### src/lhpfd_pkg.sv
package lhpfd_pkg;

////////////////////////////////////////////////////////////////////////////////
// register pointer values, low three bits of the pointer
localparam logic [2:0] IDX_CTRL1 = 3'h0;
localparam logic [2:0] IDX_CTRL2 = 3'h1;
localparam logic [2:0] IDX_ADDR  = 3'h2;
localparam logic [2:0] IDX_FRAME = 3'h3;
localparam logic [2:0] IDX_DATA  = 3'h4;

////////////////////////////////////////////////////////////////////////////////
// field positions
localparam int CTRL1_STANDBY_BIT = 5;
localparam int CTRL1_DUTY8_BIT   = 1;
localparam int CTRL2_DISP_BIT    = 6;
localparam int CTRL2_SUPPLY_BIT  = 5;
localparam int CTRL2_BLEEDER_BIT = 4;
localparam int CTRL2_RMW_BIT     = 3;
localparam int CTRL2_INC_BIT     = 1;
localparam int ADDR_COL_LSB      = 5;
localparam int ADDR_ROW_LSB      = 0;
localparam int FRAME_CODE_LSB    = 0;

////////////////////////////////////////////////////////////////////////////////
// reset values
localparam logic [7:0] CTRL1_RST   = 8'h00;
localparam logic [7:0] CTRL2_RST   = 8'h00;
localparam logic [7:0] ADDR_RST    = 8'h00;
localparam logic [7:0] FRAME_RST   = 8'h00;
localparam logic [7:0] POINTER_RST = 8'h00;

////////////////////////////////////////////////////////////////////////////////
// display memory shape and frame divider
localparam logic [2:0]  X_MAX          = 3'h4;
localparam logic [3:0]  Y_MAX_16       = 4'hf;
localparam logic [3:0]  Y_MAX_8        = 4'h7;
localparam int          MEM_DEPTH      = 80;
localparam logic [2:0]  FRAME_CODE_MAX = 3'h6;
localparam logic [3:0]  SHIFT_DUTY8    = 4'h4;
localparam logic [3:0]  SHIFT_DUTY16   = 4'h5;
localparam logic [11:0] FRAME_ONE      = 12'h001;

////////////////////////////////////////////////////////////////////////////////
// carriers
typedef struct packed {
	logic register_select_line;
	logic read_write_line;
	logic access_strobe;
} lhpfd_host_t;

typedef struct packed {
	logic [3:0] row;
	logic [2:0] col;
	logic [7:0] bits;
} lhpfd_scan_t;

localparam int SCAN_W = $bits(lhpfd_scan_t);

endpackage
### src/lhpfd_buf2.sv
`timescale 1ns/1ps
`default_nettype none

// two-entry buffer; out side is fed from flops only
module lhpfd_buf2 #(
	parameter int WIDTH = 8
) (
	input  wire logic             clk,
	input  wire logic             reset_n,
	input  wire logic             in_valid,
	output logic                  in_ready,
	input  wire logic [WIDTH-1:0] in_data,
	output logic                  out_valid,
	input  wire logic             out_ready,
	output logic      [WIDTH-1:0] out_data
);

	logic             hold_valid;
	logic [WIDTH-1:0] hold_data;
	logic             push;
	logic             pop;

	////////////////////////////////////////////////////////////////////////
	// ready drops only when both slots hold a word
	assign in_ready = ~hold_valid;
	assign push     = in_valid & ~hold_valid;
	assign pop      = out_valid & out_ready;

	// slot occupancy
	always_ff @(posedge clk) begin
		if (!reset_n) begin
			out_valid  <= 1'b0;
			hold_valid <= 1'b0;
		end else if (push && !pop) begin
			out_valid  <= 1'b1;
			hold_valid <= out_valid;
		end else if (pop && !push) begin
			out_valid  <= hold_valid;
			hold_valid <= 1'b0;
		end
	end

	// slot data; no reset needed since valid guards it
	always_ff @(posedge clk) begin
		if (push && !pop) begin
			if (out_valid) begin
				hold_data <= in_data;
			end else begin
				out_data <= in_data;
			end
		end else if (pop && !push) begin
			out_data <= hold_data;
		end else if (pop && push) begin
			if (hold_valid) begin
				out_data  <= hold_data;
				hold_data <= in_data;
			end else begin
				out_data <= in_data;
			end
		end
	end

endmodule

`default_nettype wire

### src/lhpfd_core.sv
// How it works
// - write-only divider register, resets zero, reserved zero
// - frame rate is subclock over ratio times N
// - codes 0..6 give ratio 2..128, 7 banned
// - data register reaches memory at X,Y address
// - writes go straight in, reads latch first
// - memory and data register not initialised
// - one-eighth or one-sixteenth duty, 40 by 16
// - display runs on subclock, memory kept in standby
// - select low hits pointer, high hits register
// - read/write line low writes, high reads
// - access happens at each strobe falling edge
// - both lines low loads pointer from bus
// - pointer kept until rewritten
// - select high, write low loads pointed register
// - only data register is readable
// - data read turns bus out, drives memory byte
// - read data held until next strobe fall
// - read/write low releases bus, clears output
// - bus direction set by read/write line only; here the bus also needs select high and the pointer on the data register
// - low three pointer bits pick five registers
// - address steps after data access per increment
`timescale 1ns/1ps
`default_nettype none

module lhpfd_core (
	input  wire logic                     clk,
	input  wire logic                     reset_n,
	input  wire lhpfd_pkg::lhpfd_host_t   host_ctrl,
	input  wire logic [7:0]               host_data_in,
	output logic      [7:0]               host_data_out,
	output logic                          host_data_oe,
	input  wire logic                     subclock_en,
	output logic                          frame_tick,
	output logic                          duty_eighth,
	output logic                          module_standby,
	output logic                          display_on,
	output logic                          supply_to_divider,
	output logic                          bleeder_enable,
	output lhpfd_pkg::lhpfd_scan_t        scan_data,
	output logic                          scan_valid,
	input  wire logic                     scan_ready
);
	import lhpfd_pkg::*;

	logic       strobe_s1;
	logic       strobe_s2;
	logic       strobe_s3;
	logic       strobe_fall;
	logic       rs;
	logic       rw;
	logic [7:0] register_pointer;
	logic [2:0] ptr;
	logic       idx_wr;
	logic       reg_wr;
	logic       data_rd;
	logic       data_wr;
	logic       step;
	logic       read_modify_write;
	logic       increment_x;
	logic [2:0] column_byte_address;
	logic [3:0] row_address;
	logic [2:0] next_col;
	logic [3:0] next_row;
	logic [3:0] y_max;
	logic [7:0] mem [0:MEM_DEPTH-1];
	logic [7:0] mem_rd;
	logic [7:0] display_data_port;
	logic [2:0] frame_divider_code;
	logic [2:0] code_eff;
	logic [3:0] frame_shift;
	logic [11:0] frame_limit;
	logic [11:0] frame_cnt;
	logic       scan_active;
	logic [2:0] scan_col;
	logic [3:0] scan_row;
	logic       scan_push_valid;
	logic       scan_push_ready;
	lhpfd_scan_t scan_word;

	////////////////////////////////////////////////////////////////////////
	// strobe synchroniser; s1 feeds only s2, the edge is seen on s2/s3
	always_ff @(posedge clk) begin
		if (!reset_n) begin
			strobe_s1 <= 1'b0;
			strobe_s2 <= 1'b0;
			strobe_s3 <= 1'b0;
		end else begin
			strobe_s1 <= host_ctrl.access_strobe;
			strobe_s2 <= strobe_s1;
			strobe_s3 <= strobe_s2;
		end
	end

	// the host keeps rs and rw still around the fall, so sampling them
	// two cycles late in the detected edge cycle is safe
	assign strobe_fall = strobe_s3 & ~strobe_s2;
	assign rs          = host_ctrl.register_select_line;
	assign rw          = host_ctrl.read_write_line;
	assign ptr         = register_pointer[2:0];

	// access decode: select picks pointer or register, rw picks direction
	assign idx_wr  = strobe_fall & ~rs & ~rw;
	assign reg_wr  = strobe_fall & rs & ~rw;
	assign data_rd = strobe_fall & rs & rw & (ptr == IDX_DATA);
	assign data_wr = reg_wr & (ptr == IDX_DATA);
	assign step    = data_wr | (data_rd & ~read_modify_write);

	////////////////////////////////////////////////////////////////////////
	// pointer holds until the next pointer write
	always_ff @(posedge clk) begin
		if (!reset_n) begin
			register_pointer <= POINTER_RST;
		end else if (idx_wr) begin
			register_pointer <= host_data_in;
		end
	end

	// control 1: standby and duty
	always_ff @(posedge clk) begin
		if (!reset_n) begin
			module_standby <= CTRL1_RST[CTRL1_STANDBY_BIT];
			duty_eighth    <= CTRL1_RST[CTRL1_DUTY8_BIT];
		end else if (reg_wr && ptr == IDX_CTRL1) begin
			module_standby <= host_data_in[CTRL1_STANDBY_BIT];
			duty_eighth    <= host_data_in[CTRL1_DUTY8_BIT];
		end
	end

	// control 2; entering standby drops display, supply and bleeder bits,
	// everything else (memory too) is left as it was
	always_ff @(posedge clk) begin
		if (!reset_n) begin
			display_on        <= CTRL2_RST[CTRL2_DISP_BIT];
			supply_to_divider <= CTRL2_RST[CTRL2_SUPPLY_BIT];
			bleeder_enable    <= CTRL2_RST[CTRL2_BLEEDER_BIT];
			read_modify_write <= CTRL2_RST[CTRL2_RMW_BIT];
			increment_x       <= CTRL2_RST[CTRL2_INC_BIT];
		end else if (reg_wr && ptr == IDX_CTRL1
				&& host_data_in[CTRL1_STANDBY_BIT]) begin
			display_on        <= 1'b0;
			supply_to_divider <= 1'b0;
			bleeder_enable    <= 1'b0;
		end else if (reg_wr && ptr == IDX_CTRL2) begin
			display_on        <= host_data_in[CTRL2_DISP_BIT];
			supply_to_divider <= host_data_in[CTRL2_SUPPLY_BIT];
			bleeder_enable    <= host_data_in[CTRL2_BLEEDER_BIT];
			read_modify_write <= host_data_in[CTRL2_RMW_BIT];
			increment_x       <= host_data_in[CTRL2_INC_BIT];
		end
	end

	// frame divider code; reserved upper bits are simply not stored
	always_ff @(posedge clk) begin
		if (!reset_n) begin
			frame_divider_code <= FRAME_RST[FRAME_CODE_LSB +: 3];
		end else if (reg_wr && ptr == IDX_FRAME) begin
			frame_divider_code <= host_data_in[FRAME_CODE_LSB +: 3];
		end
	end

	////////////////////////////////////////////////////////////////////////
	// address stepping: chosen axis counts, wraps, carries into the other
	assign y_max = duty_eighth ? Y_MAX_8 : Y_MAX_16;

	always_comb begin
		next_col = column_byte_address;
		next_row = row_address;
		if (!increment_x) begin
			if (row_address >= y_max) begin
				next_row = 4'h0;
				next_col = (column_byte_address >= X_MAX) ? 3'h0
					: 3'(column_byte_address + 3'h1);
			end else begin
				next_row = 4'(row_address + 4'h1);
			end
		end else begin
			if (column_byte_address >= X_MAX) begin
				next_col = 3'h0;
				next_row = (row_address >= y_max) ? 4'h0
					: 4'(row_address + 4'h1);
			end else begin
				next_col = 3'(column_byte_address + 3'h1);
			end
		end
	end

	// address register; a write to it and a step cannot meet
	always_ff @(posedge clk) begin
		if (!reset_n) begin
			column_byte_address <= ADDR_RST[ADDR_COL_LSB +: 3];
			row_address         <= ADDR_RST[ADDR_ROW_LSB +: 4];
		end else if (reg_wr && ptr == IDX_ADDR) begin
			column_byte_address <= host_data_in[ADDR_COL_LSB +: 3];
			row_address         <= host_data_in[ADDR_ROW_LSB +: 4];
		end else if (step) begin
			column_byte_address <= next_col;
			row_address         <= next_row;
		end
	end

	////////////////////////////////////////////////////////////////////////
	// display memory; columns past the last are ignored, not aliased
	assign mem_rd = (column_byte_address <= X_MAX)
		? mem[{column_byte_address, row_address}] : 8'h00;

	// no reset: contents stay undefined until written, kept in standby
	always_ff @(posedge clk) begin
		if (data_wr && column_byte_address <= X_MAX) begin
			mem[{column_byte_address, row_address}] <= host_data_in;
		end
	end

	// data register: last byte moved either way, never reset
	always_ff @(posedge clk) begin
		if (data_rd) begin
			display_data_port <= mem_rd;
		end else if (data_wr) begin
			display_data_port <= host_data_in;
		end
	end

	////////////////////////////////////////////////////////////////////////
	// bus driven only while rw and rs are high with the pointer on data; output cleared while rw is low
	always_ff @(posedge clk) begin
		if (!reset_n) begin
			host_data_oe <= 1'b0;
		end else begin
			host_data_oe <= rw & rs & (ptr == IDX_DATA);
		end
	end

	// read data is held until the next data read or until rw drops; other reads give nothing
	always_ff @(posedge clk) begin
		if (!reset_n) begin
			host_data_out <= 8'h00;
		end else if (!rw) begin
			host_data_out <= 8'h00;
		end else if (data_rd) begin
			host_data_out <= mem_rd;
		end
	end

	////////////////////////////////////////////////////////////////////////
	// frame divider: count subclock pulses to ratio times N; the banned
	// code is clamped to the slowest ratio rather than left undefined
	assign code_eff    = (frame_divider_code > FRAME_CODE_MAX)
		? FRAME_CODE_MAX : frame_divider_code;
	assign frame_shift = 4'(code_eff) + (duty_eighth ? SHIFT_DUTY8
		: SHIFT_DUTY16);
	assign frame_limit = FRAME_ONE << frame_shift;

	always_ff @(posedge clk) begin
		if (!reset_n) begin
			frame_cnt  <= 12'h000;
			frame_tick <= 1'b0;
		end else if (subclock_en) begin
			if (frame_cnt >= 12'(frame_limit - FRAME_ONE)) begin
				frame_cnt  <= 12'h000;
				frame_tick <= 1'b1;
			end else begin
				frame_cnt  <= 12'(frame_cnt + FRAME_ONE);
				frame_tick <= 1'b0;
			end
		end else begin
			frame_tick <= 1'b0;
		end
	end

	////////////////////////////////////////////////////////////////////////
	// display scan: one pass per frame, host writes win the memory port
	assign scan_push_valid = scan_active & display_on & ~module_standby
		& ~data_wr;
	assign scan_word.row   = scan_row;
	assign scan_word.col   = scan_col;
	assign scan_word.bits  = mem[{scan_col, scan_row}];

	always_ff @(posedge clk) begin
		if (!reset_n) begin
			scan_active <= 1'b0;
			scan_col    <= 3'h0;
			scan_row    <= 4'h0;
		end else if (frame_tick) begin
			scan_active <= 1'b1;
			scan_col    <= 3'h0;
			scan_row    <= 4'h0;
		end else if (scan_push_valid && scan_push_ready) begin
			if (scan_col >= X_MAX) begin
				scan_col <= 3'h0;
				if (scan_row >= y_max) begin
					scan_row    <= 4'h0;
					scan_active <= 1'b0;
				end else begin
					scan_row <= 4'(scan_row + 4'h1);
				end
			end else begin
				scan_col <= 3'(scan_col + 3'h1);
			end
		end
	end

	// a stalled receiver fills the buffer, which then holds the scan
	lhpfd_buf2 #(
		.WIDTH (SCAN_W)
	) u_scan_buf (
		.clk       (clk),
		.reset_n   (reset_n),
		.in_valid  (scan_push_valid),
		.in_ready  (scan_push_ready),
		.in_data   (scan_word),
		.out_valid (scan_valid),
		.out_ready (scan_ready),
		.out_data  (scan_data)
	);

	////////////////////////////////////////////////////////////////////////
	// checks
	chk_pointer_load: assert property (@(posedge clk) disable iff (!reset_n)
		idx_wr |=> register_pointer == $past(host_data_in))
		else $error("pointer did not load bus byte");

	chk_pointer_keep: assert property (@(posedge clk) disable iff (!reset_n)
		!idx_wr |=> $stable(register_pointer))
		else $error("pointer changed without a pointer write");

	chk_bus_release: assert property (@(posedge clk) disable iff (!reset_n)
		!rw |=> !host_data_oe && host_data_out == 8'h00)
		else $error("bus not released after rw low");

	chk_read_drive: assert property (@(posedge clk) disable iff (!reset_n)
		data_rd |=> host_data_oe && host_data_out == $past(mem_rd)
		&& display_data_port == host_data_out)
		else $error("read data not driven");

	chk_read_hold: assert property (@(posedge clk) disable iff (!reset_n)
		host_data_oe && rw && !data_rd |=> $stable(host_data_out))
		else $error("read data not held");

	chk_no_ctrl_read: assert property (@(posedge clk) disable iff (!reset_n)
		strobe_fall && rs && rw && ptr != IDX_DATA
		|=> !host_data_oe && $stable(host_data_out))
		else $error("write-only register answered a read");

	chk_divider_load: assert property (@(posedge clk) disable iff (!reset_n)
		reg_wr && ptr == IDX_FRAME
		|=> frame_divider_code == $past(host_data_in[2:0]))
		else $error("divider code not loaded");

	chk_frame_tick: assert property (@(posedge clk) disable iff (!reset_n)
		subclock_en && frame_cnt == 12'(frame_limit - FRAME_ONE)
		|=> frame_tick ##1 !frame_tick)
		else $error("frame tick missing at divider end");

	chk_addr_step: assert property (@(posedge clk) disable iff (!reset_n)
		data_wr && !increment_x && row_address < y_max
		|=> row_address == $past(row_address) + 4'h1
		&& $stable(column_byte_address))
		else $error("row address did not step");

	chk_rmw_hold: assert property (@(posedge clk) disable iff (!reset_n)
		data_rd && read_modify_write
		|=> $stable(row_address) && $stable(column_byte_address))
		else $error("address moved on a read-modify-write read");

	chk_standby_off: assert property (@(posedge clk) disable iff (!reset_n)
		reg_wr && ptr == IDX_CTRL1 && host_data_in[CTRL1_STANDBY_BIT]
		|=> !display_on && !supply_to_divider && !bleeder_enable)
		else $error("standby did not drop display bits");

	chk_mem_write: assert property (@(posedge clk) disable iff (!reset_n)
		data_wr && column_byte_address <= X_MAX
		|=> mem[$past({column_byte_address, row_address})]
		== $past(host_data_in))
		else $error("display memory write lost");

endmodule

`default_nettype wire

### config.mk
export PLATFORM = sky130hd
export DESIGN_NAME = lhpfd_core
export DESIGN_NICKNAME = d
export VERILOG_FILES = /design/src/lhpfd_pkg.sv /design/src/lhpfd_buf2.sv /design/src/lhpfd_core.sv
export SDC_FILE = /design/constraint.sdc
export NUM_CORES = 1
export LEC_CHECK = 0
export ABC_CLOCK_PERIOD_IN_PS = 3700
export BUFFER_PORTS_ARGS = -buffer_cell sky130_fd_sc_hd__buf_4
export CAP_MARGIN = 20
export CORE_ASPECT_RATIO = 0.5
export CORE_MARGIN = 5
export CORE_UTILIZATION = 57
export CTS_CLUSTER_SIZE = 8
export DETAILED_ROUTE_END_ITERATION = 10
export PLACE_DENSITY = 0.76
export SYNTH_ARGS = -nofsm -noshare
export SYNTH_HDL_FRONTEND = slang
export SYNTH_SLANG_ARGS = --single-unit
### constraint.sdc
create_clock -name clk -period 3.7 [get_ports clk]
set_input_delay 0.37 -clock clk [delete_from_list [all_inputs] [get_ports clk]]
set_output_delay 0.37 -clock clk [all_outputs]
set_load 0.05 [all_outputs]
### After elaboration in Yosys (flattened, before gate mapping)

Memories as Yosys holds them, arrays and structs flattened.
Index checks and enable logic that the tools add are counted.

* flip-flop bits (word level): 85
* logic and storage cells: 146
* memories: 1
* input bits: 15
* output and inout port bits: 31
* memory bits (writable): 640

* eq/ne operators: 8
* bitwise operators: 26
* shifts and indexed selects: 1
* $lt $le $gt $ge: 7
* reductions and logical operators: 33
* $add $sub $neg: 7
* multiplexer cells: 38

Memories
* mem: words 80, width 8, read ports 2, clocked after Yosys merged registers in 0, wr ports 1, RTL line lhpfd_core.sv:66 `logic [7:0] mem [0:MEM_DEPTH-1];`

Operators with widths (number)
* $mux W15: 10
* $mux W4: 7
* $mux W3: 7
* $and A1 B1 Y1: 16
* $reduce_and A2 Y1: 7
* $reduce_bool A2 Y1: 7
* $add A12 B1 Y12 const B: 1
* $ge A12 B12 Y1: 1
* $mux W1: 12
* $mux W12: 1
* $shl A1 B4 Y12 const A: 1
* $sub A12 B1 Y12 const B: 1
* $logic_and A1 B1 Y1: 10
* $not A1 Y1: 9
* $add A4 B1 Y4 const B: 2
* $ge A4 B4 Y1: 2
* $mux W8: 1
* $add A3 B1 Y3 const B: 2
* $eq A3 B2 Y1 const B: 2
* $ge A3 B3 Y1 const B: 2
* $reduce_bool A3 Y1: 2
* $add A3 B3 Y4: 1
* $ne A2 B1 Y1 const B: 2
* $reduce_and A4 Y1: 1
* other kinds (11): 13

### Longest topological paths before layout

* depth after elaboration: 12
* depth in mapped cells: 20
* mapped depth without buffers: 18

### Modules after synthesis

Synthesis repeated with hierarchy kept, for this count alone.

* cell total of the unflattened synthesis: 2179
* area total of the unflattened synthesis: 34605.7 um^2

Modules (own cells, without submodules)
* lhpfd_core: area an instance 33300.7 um^2, sequential area each 20279.4 um^2, cells each 2112, times used 1
* lhpfd_buf2: area an instance 1305.0 um^2, sequential area each 940.9 um^2, cells each 67, times used 1

### Least setup slack after synthesis

OpenSTA, ideal clock, no wires.

* path kind: flip-flop to flip-flop
* from: register duty_eighth
* to: register frame_cnt[10]
* clock period less this slack: 4.148 ns
* library setup time: 0.128 ns
* buffers on the path: 3
* cell stages (with the launch flop): 19
* data arrival time: 4.021 ns
* path slack: -0.448 ns
* cells stage by stage: dfxtp_1 -> nand2b_1 -> clkbuf_1 -> a21oi_1 -> ha_1 -> clkbuf_1 -> inv_1 -> o31ai_1 -> nand2_1 -> o21ai_0 -> a22oi_1 -> o22a_1 -> ha_1 -> a21o_1 -> a21oi_1 -> or2_2 -> nand4_1 -> clkbuf_1 -> nor2_1

* longest elaborated chain between the ends: 6

Ends and longest elaborated chain
* start: declaration: RTL line lhpfd_core.sv:35 `output logic duty_eighth,`
* start signal: assignment: RTL line lhpfd_core.sv:123 `duty_eighth <= CTRL1_RST[CTRL1_DUTY8_BIT];`
* start signal: assignment: RTL line lhpfd_core.sv:126 `duty_eighth <= host_data_in[CTRL1_DUTY8_BIT];`
* $mux W1: RTL line lhpfd_core.sv:249 `assign frame_shift = 4'(code_eff) + (duty_eighth ? SHIFT_DUTY8`
* $add A3 B3 Y4: RTL line lhpfd_core.sv:249
* $shl A1 B4 Y12: RTL line lhpfd_core.sv:251 `assign frame_limit = FRAME_ONE << frame_shift;`
* $sub A12 B1 Y12: RTL line lhpfd_core.sv:258 `if (frame_cnt >= 12'(frame_limit - FRAME_ONE)) begin`
* $ge A12 B12 Y1: RTL line lhpfd_core.sv:258
* $mux W12: RTL line lhpfd_core.sv:258
* end signal: assignment: RTL line lhpfd_core.sv:262 `frame_cnt <= 12'(frame_cnt + FRAME_ONE);`
* end: declaration: RTL line lhpfd_core.sv:73 `logic [11:0] frame_cnt;`

Every way passes these cells.
A chain may end at the register's enable or synchronous reset.

==> flow_metrics.py <==
metrics = {
    "placement": {
        "gp_congestion": 0.992,
        "dp_hpwl_um": 69800,
        "dp_slack_ps": 188,
        "io_buffers": 45,
    },
    "sta": {
        "fin_setup_tns_ps": 0,
        "setup_violations": 0,
        "post-route-min-period_ps": 3500,
        "hold_violations": 0,
        "fin_ws_ps": 200,
        "timing.fmax_mhz": 286,
        "whs_ps": 61.7,
        "fin_crit_sh_pct": 94.6,
        "slew_violations": 0,
        "worst_pin_slew_ps": 1360,
        "rsz0062_at_grt": "no",
        "finClkSkew_ps": 35.6,
        "slew_headroom_pct": 8.81,
    },
    "floorplan": {
        "core_um2": 59300,
        "pin_count": 46,
        "row_count": 63,
        "start_util_pct": 57.6,
        "die_area_um2": 65200,
        "die_w_um": 356,
        "die_h_um": 183,
    },
    "final_layout": {
        "layout_common_cells": "670 x edfxtp_1, 213 x mux4_2, 180 x buf_4",
        "final_layout_size_suffix_gt1_share_pct": 25.8,
        "area_delta_synth_final_pct": 13.9,
        "final_common_cell": "edfxtp_1",
        "fin_util_pct": 65.6,
        "fin_nets": 2384,
    },
    "pwr": {
        "powerDensity_nw_per_um2": 449,
        "power.total_mw": 17.4,
        "vdd_ir_drop_max_uv": 423,
        "p_leak_nw": 12.1,
    },
    "worst_setup_path": {
        "startpoint": "scan_row[0]$_SDFFE_PP0P_",
        "cpPeakStageDelay_ps": 580,
        "crit_path_start_kind": "flop",
        "crit_chain": "buf_12 -> buf_12 -> mux4_2 -> a22oi_1 -> a21oi_1 -> nor4_1 -> buf_4 -> o21ai_1 -> mux2_2",
        "path_common_cell": "buf_12",
        "crit_required_ps": 4060,
        "crit_buf_inv": 3,
        "critPathMaxFanout": 16,
        "end_kind": "flop",
        "path_class": "reg2reg",
        "critical_path.top_delay_family": "multiplexers",
        "r2r-start": "scan_row[0]$_SDFFE_PP0P_",
        "cp_data_arrival_time_ps": 3860,
        "slowest_stage": "dfxtp_4",
    },
    "synthesis": {
        "ys_ff_latch": 725,
        "syn_avg_cell_area_um2": 15.4,
        "synth_cell_types": 69,
        "syn_nets": 2253,
        "synth_edf_count": 670,
        "ys.flop_type": "edfxtp_1",
        "yosysSeqAreaShare_pct": 62.2,
        "synth-async-reset-ratio_pct": 0,
        "syn_inst": 2212,
        "yosysWarningCount": 0,
        "synth_area_um2": 34100,
    },
    "drt": {
        "drt_iter0_markers": 4219,
        "dr.pass1.iters": 7,
        "final_antenna_net_count": 0,
        "viasPerCell": 7.48,
        "via_count": 23900,
        "wire_per_inst_um": 34.2,
        "drc_errors": 0,
        "wirelength_um": 109000,
    },
    "grt": {
        "grt_usage_pct": 33.4,
        "grt_util_met3_pct": 15.9,
        "grtUsageMet2_pct": 47.7,
        "grt_max_degree": 86,
        "grt_first_pass_wirelength_um": 158000,
        "use_met1_pct": 44.5,
        "grt_pass1_vias": 23200,
        "overflow": 0,
        "antenna_found_initial": 2,
        "top_usage_layer": "met2",
    },
    "outcome": {
        "status": "finished, final reports clean",
    },
    "clock_tree": {
        "ctsResizeCount": 0,
        "htree_levels": 3,
        "cts_buffers": 100,
        "tritoncts": "yes",
        "cts-root-buf": "clkbuf_16",
        "path_clk_slew_ps": 50,
        "clk_latency_ps": 650,
        "clkSinkCount": 725,
        "cts_max_path_buffers": 3,
    },
    "hold_path": {
        "hp-class": "in2reg",
        "worstHoldStart": "subclock_en",
    },
    "run": {
        "maxCapViolations": 0,
    },
}
-- tightest hold or removal path, cell delays in order --
cell and delay [ps]:
buf_4 130, xnor2_1 80, nor2_1 70
-- what timing repair did --
item,4_1_cts,5_1_grt
endpoints found under the setup margin,0,12
hold buffers,1,0
hold endpoints to repair,1,0
buffers inserted,0,1
-- flip-flops by register name, indices dropped and copies added (netlist names), 4 cells and up --
signal / flops
u_scan_buf.out_data: 15
frame_cnt: 12
host_data_out: 8
row_address: 4
mem: 640
scan_row: 4
u_scan_buf.hold_data: 15
-- cells by family (layout without fill, tap and decap cells) --
logic type	Yosys count	count (layout)	synth area share, %
flops	725	725	62.2
simple gates	418	418	5.45
xor+xnor	15	15	0.385
fa+ha+maj	26	26	0.953
compound gates	482	482	9.95
mux	360	360	18.6
buf+inv	186	361	2.49
other cells	0	1	0
-- where the power goes --
group | switching (mW) | internal, mW
Combinational | 0.153 | 0.0215
Clock | 3.33 | 4.97
Sequential | 0.00488 | 8.95
Total | 3.49 | 13.9
-- layout make-up --
cell class                      count  area, um2
Inverter                           18       67.6
Tap cell                          812       1020
Antenna cell                        1       2.50
Fill cell                        4016      20400
Sequential cell                   725      21200
Clock inverter                      5       61.3
Timing Repair Buffer              197       1670
Clock buffer                      141       2700
Multi-Input combinational cell   1301      12100
-- Yosys cell counts (12+ instances only) --
cell	instances	area, um2
edfxtp_1	670	20100
mux4_2	213	4800
nor2_1	183	687
nand2_1	115	432
a22oi_1	98	736
a21oi_1	96	480
a221oi_1	86	753
mux2i_1	79	791
clkbuf_1	70	263
mux2_2	68	766
buf_2	63	315
o21ai_0	60	300
dfxtp_1	55	1100
ha_1	26	325
nand3_1	25	125
o22ai_1	20	125
buf_1	18	67.6
nor2b_1	18	113
buf_4	15	113
inv_1	15	56.3
nor4_1	15	93.8
o211ai_1	14	105
a31oi_1	13	81.3
a221o_1	12	120
and2_1	12	75.1
-- metrics by stage --
step	std cells	area, um2
3_3_place_gp	3049	36100
3_5_place_dp	3049	36100
2_1_floorplan	2212	34200
4_1_cts	3196	38800
5_1_grt	3199	38900
6_report	3200	38900
-- path summary, 6_finish.rpt --
check | end | slack (ps) | cells after the start
max | u_scan_buf.out_data[4]$_DFFE_PP_ | 200 | 9
min | frame_cnt[0]$_SDFFE_PN0P_ | 60 | 3
max reg2reg | u_scan_buf.out_data[4]$_DFFE_PP_ | 200 | 9
min reg2reg | strobe_s2$_SDFF_PN0_ | 460 | 1
-- per-layer routing --
layer	vias to the layer above	share of wire, %
met2	2290	42
met4	6	5.3
li1	9346	-
met3	516	18
met5	-	0.11
met1	11800	34
Note: power is estimated with default switching activity, not from simulation.
